--- src/hdl/plcr_pkg.sv ---
// Constants shared by the port link control register block
package plcr_pkg;
  localparam logic [11:0] PLCR_LINK_CONTROL_OFFSET = 12'h050;
  localparam logic [11:0] PLCR_LINK_STATUS_OFFSET = 12'h052;
  localparam int PLCR_ASPM_LO = 0;
  localparam int PLCR_RESERVED_BIT = 2;
  localparam int PLCR_RCB_BIT = 3;
  localparam int PLCR_LINK_DISABLE_BIT = 4;
  localparam int PLCR_RETRAIN_BIT = 5;
  localparam int PLCR_COMMON_CLOCK_BIT = 6;
  localparam int PLCR_LINK_TRAINING_BIT = 11;
  localparam logic [1:0] PLCR_ASPM_RESET = 2'h0;
  localparam logic [1:0] PLCR_ASPM_L0S = 2'h1;
  localparam logic [1:0] PLCR_ASPM_L1 = 2'h2;
  localparam logic [1:0] PLCR_ASPM_BOTH = 2'h3;
  localparam int PLCR_CLK_HZ = 40_000_000;
  localparam int PLCR_UP_DELAY_US = 1000;
  localparam int PLCR_UP_DELAY_CYCLES = PLCR_CLK_HZ / 1_000_000 * PLCR_UP_DELAY_US;
  localparam int PLCR_CNT_W = 16;
  typedef enum logic [1:0] {
    PLCR_IDLE = 2'b00,
    PLCR_WAIT = 2'b01,
    PLCR_FIRE = 2'b11
  } plcr_state_e;
endpackage : plcr_pkg

--- src/hdl/plcr_delay.sv ---
// Delay counter that releases an upstream retrain after a fixed wait
module plcr_delay #(
  parameter int unsigned DELAY_CYCLES = 40000
) (
  // Clock and reset
  input wire logic clk,
  input wire logic rst_n,
  // Control
  input wire logic start,
  output logic busy,
  output logic done
);
  import plcr_pkg::*;
  logic [PLCR_CNT_W-1:0] count;

  // A new start while busy restarts the wait so the latest write still gets its full delay
  always_ff @(posedge clk or negedge rst_n) begin
    if (!rst_n) begin
      count <= '0;
      busy <= 1'b0;
      done <= 1'b0;
    end else begin
      done <= 1'b0;
      if (start) begin
        count <= PLCR_CNT_W'(DELAY_CYCLES - 1);
        busy <= 1'b1;
      end else if (busy) begin
        if (count == '0) begin
          busy <= 1'b0;
          done <= 1'b1;
        end else begin
          count <= count - PLCR_CNT_W'(1);
        end
      end
    end
  end
endmodule : plcr_delay

--- src/hdl/plcr_top.sv ---
// Port link control register with retrain sequencing toward the link training state machine
module plcr_top #(
  parameter int unsigned UP_DELAY_CYCLES = plcr_pkg::PLCR_UP_DELAY_CYCLES
) (
  // Clock and reset
  input wire logic clk,
  input wire logic rst_n,
  // Port strapping and switch control
  input wire logic is_upstream,
  input wire logic register_unlock_bit,
  // Serial EEPROM initialization
  input wire logic eeprom_load,
  input wire logic [1:0] eeprom_aspm,
  // Configuration access
  input wire logic cfg_wr,
  input wire logic cfg_rd,
  input wire logic [11:0] cfg_addr,
  input wire logic [1:0] cfg_be,
  input wire logic [15:0] cfg_wdata,
  output logic [15:0] cfg_rdata,
  output logic cfg_rvalid,
  // Training state machine interface
  input wire logic ltssm_in_recovery,
  input wire logic ltssm_in_config,
  input wire logic ltssm_training_done,
  output logic retrain_req,
  output logic link_disable,
  output logic tx_l0s_enable,
  output logic l1_enable,
  output logic common_clock,
  output logic link_training_flag
);
  import plcr_pkg::*;

  // Reset copy
  logic rst_meta;
  logic rst_sync_n;
  // Software visible fields and their next values
  logic [1:0] aspm;
  logic link_disable_bit;
  logic common_clock_bit;
  logic [1:0] next_aspm;
  logic next_link_disable_bit;
  logic next_common_clock_bit;
  // Settings as applied to the link
  logic [1:0] applied_aspm;
  logic applied_common_clock;
  logic pending_apply;
  // Access decode
  logic ctl_write;
  logic ctl_read;
  logic sts_read;
  // Retrain sequencing
  logic retrain_allowed;
  logic retrain_hit;
  logic in_training;
  logic training_over;
  logic up_start;
  logic up_busy;
  logic up_done;
  logic up_fire;
  logic fire;
  plcr_state_e up_state;
  plcr_state_e next_up_state;
  // Read views
  logic [15:0] ctl_view;
  logic [15:0] sts_view;
  logic [15:0] next_rdata;

  // Offset match shared by the write and read decodes
  function automatic logic plcr_addr_hit(input logic [11:0] addr, input logic [11:0] offset);
    return addr == offset;
  endfunction : plcr_addr_hit

  // Reset release through two flops
  always_ff @(posedge clk or negedge rst_n) begin
    if (!rst_n) begin
      rst_meta <= 1'b0;
      rst_sync_n <= 1'b0;
    end else begin
      rst_meta <= 1'b1;
      rst_sync_n <= rst_meta;
    end
  end

  // Access decode; every used control bit lives in the low byte
  assign ctl_write = cfg_wr && cfg_be[0] && plcr_addr_hit(cfg_addr, PLCR_LINK_CONTROL_OFFSET);
  assign ctl_read = cfg_rd && plcr_addr_hit(cfg_addr, PLCR_LINK_CONTROL_OFFSET);
  assign sts_read = cfg_rd && plcr_addr_hit(cfg_addr, PLCR_LINK_STATUS_OFFSET);

  // Retrain decode; a locked upstream port ignores the request bit entirely
  assign in_training = ltssm_in_recovery || ltssm_in_config;
  assign training_over = pending_apply && ltssm_training_done && !in_training;
  assign retrain_allowed = !is_upstream || register_unlock_bit;
  assign retrain_hit = ctl_write && cfg_wdata[PLCR_RETRAIN_BIT] && retrain_allowed;
  assign up_start = retrain_hit && is_upstream;
  assign up_fire = (up_state == PLCR_WAIT) && up_done;
  assign fire = (retrain_hit && !is_upstream) || up_fire;

  // Next field values; a configuration write wins over a concurrent EEPROM load
  always_comb begin
    next_aspm = aspm;
    next_link_disable_bit = link_disable_bit;
    next_common_clock_bit = common_clock_bit;
    if (ctl_write) begin
      next_aspm = cfg_wdata[PLCR_ASPM_LO +: 2];
      next_link_disable_bit = cfg_wdata[PLCR_LINK_DISABLE_BIT];
      next_common_clock_bit = cfg_wdata[PLCR_COMMON_CLOCK_BIT];
    end else if (eeprom_load) begin
      next_aspm = eeprom_aspm;
    end
  end

  // Power management field
  always_ff @(posedge clk or negedge rst_sync_n) begin
    if (!rst_sync_n) begin
      aspm <= PLCR_ASPM_RESET;
    end else begin
      aspm <= next_aspm;
    end
  end

  // Link disable field
  always_ff @(posedge clk or negedge rst_sync_n) begin
    if (!rst_sync_n) begin
      link_disable_bit <= 1'b0;
    end else begin
      link_disable_bit <= next_link_disable_bit;
    end
  end

  // Common clock field
  always_ff @(posedge clk or negedge rst_sync_n) begin
    if (!rst_sync_n) begin
      common_clock_bit <= 1'b0;
    end else begin
      common_clock_bit <= next_common_clock_bit;
    end
  end

  // Training related settings; next values are used so a retrain write applies its own fields
  always_ff @(posedge clk or negedge rst_sync_n) begin
    if (!rst_sync_n) begin
      applied_aspm <= PLCR_ASPM_RESET;
      applied_common_clock <= 1'b0;
      pending_apply <= 1'b0;
    end else if (fire && in_training) begin
      pending_apply <= 1'b1;
    end else if (fire || training_over) begin
      applied_aspm <= next_aspm;
      applied_common_clock <= next_common_clock_bit;
      pending_apply <= 1'b0;
    end else if ((ctl_write || eeprom_load) && !in_training) begin
      applied_aspm <= next_aspm;
      applied_common_clock <= next_common_clock_bit;
    end
  end

  // Upstream retrain: wait out the delay, then hand one request to the link
  always_comb begin
    next_up_state = up_state;
    unique case (up_state)
      PLCR_IDLE: begin
        if (up_start) begin
          next_up_state = PLCR_WAIT;
        end
      end
      PLCR_WAIT: begin
        if (up_done) begin
          next_up_state = PLCR_FIRE;
        end else if (!up_busy && !up_start) begin
          next_up_state = PLCR_IDLE;
        end
      end
      PLCR_FIRE: begin
        // A restart landing on the release edge must not be lost
        if (up_start || up_busy) begin
          next_up_state = PLCR_WAIT;
        end else begin
          next_up_state = PLCR_IDLE;
        end
      end
      default: begin
        next_up_state = PLCR_IDLE;
      end
    endcase
  end

  always_ff @(posedge clk or negedge rst_sync_n) begin
    if (!rst_sync_n) begin
      up_state <= PLCR_IDLE;
    end else begin
      up_state <= next_up_state;
    end
  end

  // Upstream retrain waits so the write's completion leaves first
  plcr_delay #(
    .DELAY_CYCLES(UP_DELAY_CYCLES)
  ) u_delay (
    .clk(clk),
    .rst_n(rst_sync_n),
    .start(up_start),
    .busy(up_busy),
    .done(up_done)
  );

  // Retrain request pulse toward the training state machine
  always_ff @(posedge clk or negedge rst_sync_n) begin
    if (!rst_sync_n) begin
      retrain_req <= 1'b0;
    end else begin
      retrain_req <= fire;
    end
  end

  // Settings toward the link, all registered
  always_ff @(posedge clk or negedge rst_sync_n) begin
    if (!rst_sync_n) begin
      link_disable <= 1'b0;
      tx_l0s_enable <= 1'b0;
      l1_enable <= 1'b0;
      common_clock <= 1'b0;
    end else begin
      link_disable <= link_disable_bit && !is_upstream;
      tx_l0s_enable <= applied_aspm[0];
      l1_enable <= applied_aspm[1];
      common_clock <= applied_common_clock;
    end
  end

  // Training flag: set on the request actually reaching the link, cleared when training ends
  always_ff @(posedge clk or negedge rst_sync_n) begin
    if (!rst_sync_n) begin
      link_training_flag <= 1'b0;
    end else if (fire) begin
      link_training_flag <= 1'b1;
    end else if (ltssm_training_done) begin
      link_training_flag <= 1'b0;
    end
  end

  // Control view; constant bits never hold state
  always_comb begin
    ctl_view = '0;
    ctl_view[PLCR_ASPM_LO +: 2] = aspm;
    ctl_view[PLCR_RESERVED_BIT] = 1'b0;
    ctl_view[PLCR_RCB_BIT] = 1'b0;
    ctl_view[PLCR_LINK_DISABLE_BIT] = link_disable_bit;
    ctl_view[PLCR_RETRAIN_BIT] = 1'b0;
    ctl_view[PLCR_COMMON_CLOCK_BIT] = common_clock_bit;
  end

  always_comb begin
    sts_view = '0;
    sts_view[PLCR_LINK_TRAINING_BIT] = link_training_flag;
  end

  // Unmapped offsets return zero
  always_comb begin
    next_rdata = '0;
    if (ctl_read) begin
      next_rdata = ctl_view;
    end else if (sts_read) begin
      next_rdata = sts_view;
    end
  end

  // Read data registered and held until the next read
  always_ff @(posedge clk or negedge rst_sync_n) begin
    if (!rst_sync_n) begin
      cfg_rdata <= '0;
      cfg_rvalid <= 1'b0;
    end else begin
      cfg_rvalid <= cfg_rd;
      if (cfg_rd) begin
        cfg_rdata <= next_rdata;
      end
    end
  end
endmodule : plcr_top

--- config.mk ---
export PLATFORM = sky130hd
export DESIGN_NAME = plcr_top
export DESIGN_NICKNAME = d
export VERILOG_FILES = /design/src/hdl/plcr_pkg.sv /design/src/hdl/plcr_delay.sv /design/src/hdl/plcr_top.sv
export SDC_FILE = /design/constraint.sdc
export NUM_CORES = 1
export LEC_CHECK = 0
export BUFFER_PORTS_ARGS = -buffer_cell sky130_fd_sc_hd__buf_2
export CAP_MARGIN = 20
export CORE_ASPECT_RATIO = 1.1
export CORE_MARGIN = 2
export CORE_UTILIZATION = 48
export CTS_CLUSTER_DIAMETER = 50
export DETAILED_ROUTE_END_ITERATION = 8
export GPL_ROUTABILITY_DRIVEN = 0
export PLACE_DENSITY = 0.75
export REMOVE_ABC_BUFFERS = 1
export SLEW_MARGIN = 20
export SYNTH_ARGS = -nofsm -noshare
export SYNTH_HDL_FRONTEND = slang
export SYNTH_HIERARCHICAL = 1
export SYNTH_SLANG_ARGS = --single-unit
--- constraint.sdc ---
create_clock -name clk -period 2.3 [get_ports clk]
set_clock_uncertainty 0.2 [all_clocks]
set_input_delay 0.115 -clock clk [delete_from_list [all_inputs] [get_ports clk]]
set_output_delay 0.115 -clock clk [all_outputs]
set_load 0.05 [all_outputs]
# Word-level counts from Yosys, hierarchy flattened
# Index checks and enable logic that the tools add are counted.
[op_classes]
add_sub_neg = 1
n_eq_ne = 7
n_mux = 27
bitwise = 1
reduce_logical = 34
[ops]
columns = ["op", "count"]
rows = [
  ["$mux 16", 4],
  ["$eq 12x7->1 const B", 2],
  ["$logic_not 16->1", 1],
  ["$sub 16x1->16 const B", 1],
  ["$logic_and 1x1->1", 15],
  ["$mux 1", 14],
  ["$mux 2", 7],
  ["$mux 12", 1],
  ["$reduce_bool 2->1", 4],
  ["$logic_or 1x1->1", 6],
  ["$pmux 2 s3", 1],
  ["$reduce_and 2->1", 3],
  ["$logic_not 1->1", 4],
  ["$ne 2x2->1 const B", 2],
  ["$ne 3x1->1 const B", 1],
  ["$eq 2x1->1 const B", 1],
  ["$eq 2x2->1 const B", 1],
  ["$logic_not 2->1", 1],
  ["$not 1->1", 1],
]
[totals]
regBits = 53
inputBits = 42
output_inout_bits = 23
wordCells = 90

# Logic depth before layout (Yosys ltp)
# Gate-level depths: netlist (run 1).
[depth]
ltp_word = 10
ltp_mapped = 9
depth_no_buf = 7

# Modules after synthesis
# The synthesis (run 1) kept the hierarchy.
[by_module_without_submodules]
columns = ["module", "instances", "cells_per_inst", "area_each_um2", "seq_area_each_um2"]
rows = [
  ["plcr_top", 1, 103, 1139.8, 600.6],
  ["plcr_delay", 1, 103, 1007.2, 450.4],
]

# Worst setup path after synthesis (run 1)
# No wires, ideal clock.
[synth_path]
path_kind = "input-to-reg"
startpoint = "input cfg_addr[8]"
endpoint = "register u_delay.count[9]"
setup_ns = 0.125
arrival_ns = 2.498
required_time_ns = 1.975
slack_ns = -0.523
path_stages = 9
n_path_buf = 2
cell_sequence = "or4_4 -> or4_4 -> buf_6 -> nor2_2 -> nor2_1 -> and3_1 -> clkbuf_1 -> a211oi_1 -> mux2_2"
[synth_via]
elab_chain_cells = 7
elab_cells_between_ends = 9
cone_classes = "eq/ne (2); mux (1); reduce/logical (6)"
[synth_rtl]
columns = ["item", "line", "source"]
rows = [
  ["start, declared", "plcr_top.sv:17", "input wire logic [11:0] cfg_addr,"],
  ["$eq 12x7->1 *", "plcr_top.sv:72", "return addr == offset;"],
  ["$logic_and 1x1->1 *", "plcr_top.sv:87", "assign ctl_write = cfg_wr && cfg_be[0] && plcr_addr_hit(cfg_addr, PLCR_LINK_CONTROL_OFFSET);"],
  ["$logic_and 1x1->1 * (2 in a row)", "plcr_top.sv:95", "assign retrain_hit = ctl_write && cfg_wdata[PLCR_RETRAIN_BIT] && retrain_allowed;"],
  ["$logic_and 1x1->1 *", "plcr_top.sv:96", "assign up_start = retrain_hit && is_upstream;"],
  ["net up_start", "plcr_top.sv:58", "logic up_start;"],
  ["$ne 2x2->1 (no line) or $reduce_bool 2->1 (tied branches)", "--", ""],
  ["$reduce_and 2->1 (no line)", "--", ""],
  ["end signal, assigned", "plcr_delay.sv:25", "count <= PLCR_CNT_W'(DELAY_CYCLES - 1);"],
  ["end signal, assigned", "plcr_delay.sv:32", "count <= count - PLCR_CNT_W'(1);"],
  ["end, declared", "plcr_delay.sv:14", "logic [PLCR_CNT_W-1:0] count;"],
]
# Mark *: on every way through the listed nets, which the timed path passes. The rest lies on a longest branch.
# A chain may end at the register's enable or synchronous reset.

# Worst setup path after layout (run 1)
[layout_path]
startpoint = "register u_delay.count[4]"
endpoint = "register u_delay.count[12]"
[layout_via]
elab_chain_cells = 4
elab_cells_between_ends = 7
cone_classes = "add/sub (1); eq/ne (1); mux (3); reduce/logical (2)"
[layout_rtl]
columns = ["item", "line", "source"]
rows = [
  ["$sub 16x1->16", "plcr_delay.sv:32", ""],
  ["$mux 16", "plcr_delay.sv:28", "if (count == '0) begin"],
  ["$mux 16", "plcr_delay.sv:27", "end else if (busy) begin"],
  ["$mux 16", "plcr_delay.sv:24", "if (start) begin"],
]
# Several ways; a longest one is shown, not always the timed one. The select of a mux whose other input is x is not followed.

==> results of run 1 <==
flip-flops by register name, indices dropped and copies added (netlist names), 2 cells and up:
register,flops
applied_aspm,2
aspm,2
u_delay/count,16
up_state,2
cfg_rdata,5
power breakdown:
part / leakage (nW) / internal (mW) / switching [mW]
logic: 0.783 / 0.0745 / 0.136
registers: 0.508 / 0.765 / 0.0173
clock network: 0.0441 / 0.213 / 0.260
total: 1.33 / 1.05 / 0.413
cell families after synthesis:
family	count (synthesis)
other	2
AOI/OAI and AO/OA	43
adders and majority gates	1
DFF	42
muxes	11
buffers and inverters	31
and+or+nand+nor	76
worst min-delay path: stages:
cell,delay (ns)
buf_2,0.08
buf_4,0.10
nand4_1,0.09
o21ai_0,0.08
routing by layer:
layer  vias to the layer above  global-route usage  part of all wire
met3                         4              0.0182             0.036
li1                        910                   -                 -
met2                        52               0.364              0.52
met4                         0              0.0667            0.0093
met1                       916               0.263              0.44
met5                         -                   0                 0
through the flow:
stage	total power, mW	cell area (µm²)
after floorplan	0.922	2050
after global placement	0.984	2590
after detailed placement	0.988	2590
after CTS	1.48	2920
after global routing	1.53	2970
final	1.47	2970
layout make-up:
type,count,area [µm²]
fillers,324,1320
multi-input cells,143,1080
flip-flops and latches,42,1050
repair buffers,93,636
clock buffers,5,68.8
well taps,54,67.6
inverters,10,37.5
clock inverters,3,21.3
layout by cell type, fill, tap and decap left out, types with 8 or more instances in the layout:
cell type	instances
dfrtp_1	42
buf_2	41
buf_4	37
nor2_1	15
dlygate4sd3_1	13
conb_1	12
inv_1	10
nand3_1	9
nor2b_1	8
o21ai_0	8
timing repair:
item                                    in CTS  in global routing
endpoints found under the setup margin      16                 15
buffers inserted                             3                  0
gates resized for setup                     19                  7
endpoints found under the hold margin       17                  0
hold buffers                                13                  0
pin swaps                                    9                  5
path summary, 6_finish.rpt:
check                                                  start                            end  slack (ns)  depth (start not counted)
worst max register to register  u_delay/count[4]$_DFFE_PN0P_  u_delay/count[12]$_DFFE_PN0P_       -0.05                          4
max in group asynchronous               rst_sync_n$_DFF_PN0_        tx_l0s_enable$_DFF_PN0_        1.25                          1
worst max-delay path            u_delay/count[4]$_DFFE_PN0P_  u_delay/count[12]$_DFFE_PN0P_       -0.05                          4
worst min-delay path                             cfg_addr[1]      cfg_rdata[11]$_DFFE_PN0P_        0.02                          4
min in group asynchronous               rst_sync_n$_DFF_PN0_  u_delay/count[13]$_DFFE_PN0P_        0.03                          0
worst min register to register          rst_sync_n$_DFF_PN0_  u_delay/count[13]$_DFFE_PN0P_        0.03                          0
==> results.py, run 1 <==
metrics = {
    "outcome": {
        "status": "finished with violations",
        "violations": "negative setup slack",
    },
    "worst_setup_path": {
        "cp.arrival_ns": 2.37,
        "cp-end-kind": "flip-flop",
        "cp_max_fo": 3,
        "start_kind": "flip-flop",
        "cpLargestDelayFamily": "simple AND/OR/NAND/NOR gates",
        "worstPathCellList": "or4_4, or4_4, or4_4, nand3b_1",
        "slowest_stage": "or4_4",
        "slowest_delay_ns": 0.57,
        "crit_path_frequent_cell": "or4_4",
        "cp.buffers_inverters": 0,
        "crit_type": "reg2reg",
        "required_ns": 2.33,
    },
    "floorplanning": {
        "ios": 65,
        "fp-row-count": 25,
        "core_um2": 4290,
        "initial_core_util": 0.501,
        "die_x_um": 67.8,
        "dieHeight_um": 74.1,
        "die_area_um2": 5020,
    },
    "logic_synthesis": {
        "synthXorXnorAreaFrac": 0,
        "synth-simple-area-share": 0.216,
        "synth_top_family_by_area": "simple AND/OR/NAND/NOR gates",
        "synthTopCellsByArea": "dfrtp_1 (49%), buf_4 (3.8%), mux2i_1 (3.3%)",
        "synth_fa_ha_area_frac": 0.00583,
        "synth_area_leader_cell": "dfrtp_1",
        "synth_mux_area_frac": 0.0571,
        "synth_enable_flop_cells": 0,
        "syn_area_um2": 2150,
        "ys_ff_latch": 42,
        "ys_async_sr_fraction": 1.00,
        "avgSynthCellArea_um2": 10.4,
        "netlist.area_leader.share": 0.490,
        "synth_warnings": 6,
        "synth_seq_area_share": 0.490,
        "syn_inst": 206,
        "synth_common_cells": "dfrtp_1 (42), nor2_1 (16), buf_4 (11)",
        "synth_compound_area_frac": 0.147,
        "synth_cell_types": 50,
        "synthFlopType": "dfrtp_1",
        "yosysMostFrequentCell": "dfrtp_1",
    },
    "timing": {
        "hold_slack_ns": 0.0189,
        "fin_crit_sh": 1.02,
        "setup_slack_ns": -0.0494,
        "finalHoldViolations": 0,
        "final_max_slew_viol_count": 0,
        "timing.setup.tns_ns": -0.152,
        "timing.slew.headroom": 0.614,
        "max_clock_freq_ghz": 0.426,
        "rsz0062_at_grt": "true",
        "worst_pin_slew_ns": 0.579,
        "finalCriticalPeriod_ns": 2.35,
        "setup_viol": 6,
    },
    "detailed_routing": {
        "vias_per_cell": 5.38,
        "finalWirelength_um": 4950,
        "drc": 0,
        "dr.pass1.iters": 4,
        "ant_nets": 0,
        "drt_iter0_drc": 127,
        "post_drt_wl_per_cell_um": 14.1,
        "via_count": 1882,
    },
    "cells_and_area": {
        "area_growth_pct": 38.1,
        "drive_gt1_frac": 0.405,
        "finish.utilization": 0.692,
        "diodes": 0,
        "stdcell_count": 350,
        "finalNetCount": 338,
    },
    "global_route": {
        "grt_pass1_wl_um": 7800,
        "grt_pass1_vias": 1760,
        "globalRouteOverflowTotal": 0,
        "grt_use_total": 0.205,
        "grt_start_max_net_pins": 18,
        "antenna_found_initial": 0,
    },
    "placed_design": {
        "dp_hpwl_um": 3530,
        "dp.cells": 326,
        "port_buffers": 41,
        "pre_cts_ws_ns": -0.569,
    },
    "cts": {
        "h-tree-depth": 2,
        "cts_buffers": 5,
        "clockRootBuffer": "clkbuf_8",
        "worstSkewPairLatency_ns": 0.29,
        "cts_max_path_buffers": 2,
        "cts.clk_slew.worst_paths_ns": 0.08,
        "cts_tree": "built",
        "cts_sinks": 42,
    },
    "pwr": {
        "leakage_nw": 1.33,
        "power_density_nw_per_um2": 494,
        "irDropWorstVdd_v": 0.000497,
    },
    "run": {
        "maxCapViolCount": 0,
    },
    "min_path": {
        "min_path_type": "in2reg",
    },
}
Note: power is estimated with default switching activity, not from simulation.
==> run 2, diff against run 1 <==
REMOVE_ABC_BUFFERS = not set   (was 1)
==> results.py, run 2 (synthesized netlist as in run 1, its figures left out) <==
metrics = {
    "detailed_routing": {
        "ant_nets": 0,
        "post_drt_wl_per_cell_um": 15.3,
        "drt_iter0_drc": 82,
        "vias_per_cell": 5.43,
        "dr.pass1.iters": 4,
        "via_count": 1913,
        "finalWirelength_um": 5370,
        "drc": 0,
    },
    "worst_setup_path": {
        "crit_type": "reg2reg",
        "start_kind": "flip-flop",
        "cp.arrival_ns": 2.35,
        "cp_max_fo": 4,
        "required_ns": 2.28,
        "rrSetupSlack_ns": -0.07,
        "cp-end-kind": "flip-flop",
    },
    "placed_design": {
        "port_buffers": 41,
        "dp_hpwl_um": 3650,
        "dp.cells": 325,
    },
    "global_route": {
        "grt_pass1_wl_um": 8940,
        "antenna_found_initial": 0,
        "grt_use_total": 0.239,
        "globalRouteOverflowTotal": 0,
        "grt_start_max_net_pins": 41,
        "grt_pass1_vias": 1979,
    },
    "floorplanning": {
        "core_um2": 4290,
        "die_x_um": 67.8,
        "ios": 65,
        "dieHeight_um": 74.1,
        "initial_core_util": 0.501,
        "fp-row-count": 25,
        "die_area_um2": 5020,
    },
    "min_path": {
        "min_path_type": "in2reg",
    },
    "timing": {
        "rsz0062_at_grt": "true",
        "final_max_slew_viol_count": 0,
        "setup_slack_ns": -0.0701,
        "timing.slew.headroom": 0.660,
        "finalHoldViolations": 0,
        "hold_slack_ns": 0.0324,
        "worst_pin_slew_ns": 0.510,
        "fin_crit_sh": 1.03,
        "max_clock_freq_ghz": 0.422,
        "setup_viol": 6,
        "finalCriticalPeriod_ns": 2.37,
    },
    "cts": {
        "cts_tree": "built",
        "worstSkewPairLatency_ns": 0.30,
        "cts_max_path_buffers": 2,
        "clockRootBuffer": "clkbuf_8",
        "h-tree-depth": 2,
        "cts_sinks": 42,
        "cts_buffers": 5,
        "cts.clk_slew.worst_paths_ns": 0.09,
    },
    "cells_and_area": {
        "finalNetCount": 340,
        "diodes": 0,
        "stdcell_count": 352,
        "area_growth_pct": 40.4,
        "drive_gt1_frac": 0.409,
        "final_common_cell": "dfrtp_1",
        "largest_reg_flops": 16,
        "multi_input_area_um2": 1100,
        "final_cell_mix": "dfrtp_1 (42), buf_2 (40), buf_4 (40), nor2_1 (15), dlygate4sd3_1 (14)",
        "reg_top3": "u_delay/count (16), cfg_rdata (5)",
        "top_register": "u_delay/count",
        "num-fill-cells": 296,
        "regArea_um2": 1050,
    },
    "pwr": {
        "p_clk_frac": 0.373,
        "swShare": 0.267,
        "irDropWorstVdd_v": 0.000489,
        "p_switching_mw": 0.424,
        "power_density_nw_per_um2": 527,
        "power.share.combinational": 0.136,
        "leakage_nw": 1.36,
        "seq_power_share": 0.491,
        "p_int_mw": 1.16,
    },
    "outcome": {
        "status": "finished with violations",
        "violations": "negative setup slack",
    },
    "run": {
        "maxCapViolCount": 0,
    },
}
[run 2: cell count changes in the layout (fill, tap and decap cells not counted), sizes merged]
| cell | delta |
|---|---|
| bufinv | +1 |
| buf | +1 |
| clkinv | -2 |
| dlygate4sd3 | +1 |
| clkbuf | +1 |
[run 2: power by group through the flow]
stage               Combinational [mW]  Sequential (mW)  Clock [mW]
global placement                 0.191            0.794           0
global route                     0.234            0.782       0.633
floorplan                       0.0983            0.841           0
CTS                              0.216            0.780       0.597
detailed placement               0.194            0.794           0
finish                           0.216            0.780       0.593
[run 2: metrics by stage]
step | utilization | setup WS [ns] | setup TNS (ns) | total power, mW | cell area, µm²
6_report | 0.703 | -0.0701 | -0.273 | 1.59 | 3010
3_3_place_gp | 0.617 | -0.368 | -4.62 | 0.985 | 2640
2_1_floorplan | - | -0.388 | -3.30 | 0.939 | 2260
3_5_place_dp | 0.617 | -0.449 | -5.49 | 0.989 | 2640
4_1_cts | 0.691 | -0.0517 | -0.249 | 1.59 | 2960
5_1_grt | 0.703 | -0.106 | -0.500 | 1.65 | 3010
[run 2: path summary, 6_finish.rpt]
check,depth (start not counted),to,startpoint
setup / recovery,5,u_delay/count[10]$_DFFE_PN0P_,u_delay/count[3]$_DFFE_PN0P_
hold / removal,4,applied_aspm[0]$_DFFE_PN0P_,ltssm_in_config
setup reg to reg,5,u_delay/count[10]$_DFFE_PN0P_,u_delay/count[3]$_DFFE_PN0P_
hold reg to reg,1,u_delay/count[8]$_DFFE_PN0P_,rst_sync_n$_DFF_PN0_
max in group asynchronous,3,rst_meta$_DFF_PN0_,rst_n
min in group asynchronous,1,u_delay/count[8]$_DFFE_PN0P_,rst_sync_n$_DFF_PN0_
[run 2: per-layer routing]
metal | routed length (µm) | GRT usage
met3 | 200 | 0.0696
met5 | 0 | 0
met4 | 75 | 0.0844
met1 | 2240 | 0.271
met2 | 2850 | 0.428
[run 2: timing repair]
action	in CTS	in global routing
hold endpoints to repair	18	0
cloned	0	0
hold buffers	14	0
setup buffers	1	4
resized for setup	13	5
setup endpoints to repair	14	13
pin swaps	3	4
[run 2: worst max-delay path: stages, from the launching register on]
cell	delay (ns)
dfrtp_1	0.39
or4_4	0.57
buf_4	0.16
or3_4	0.38
o31a_1	0.25
or3_1	0.31
[run 2: layout make-up]
type	instances	share of cell area
clock buffer	6	0.0241
multi-input combinational	143	0.364
sequential	42	0.349
timing repair buffer	95	0.216
inverter	10	0.0125
clock inverter	2	0.0125
tap	54	0.0224
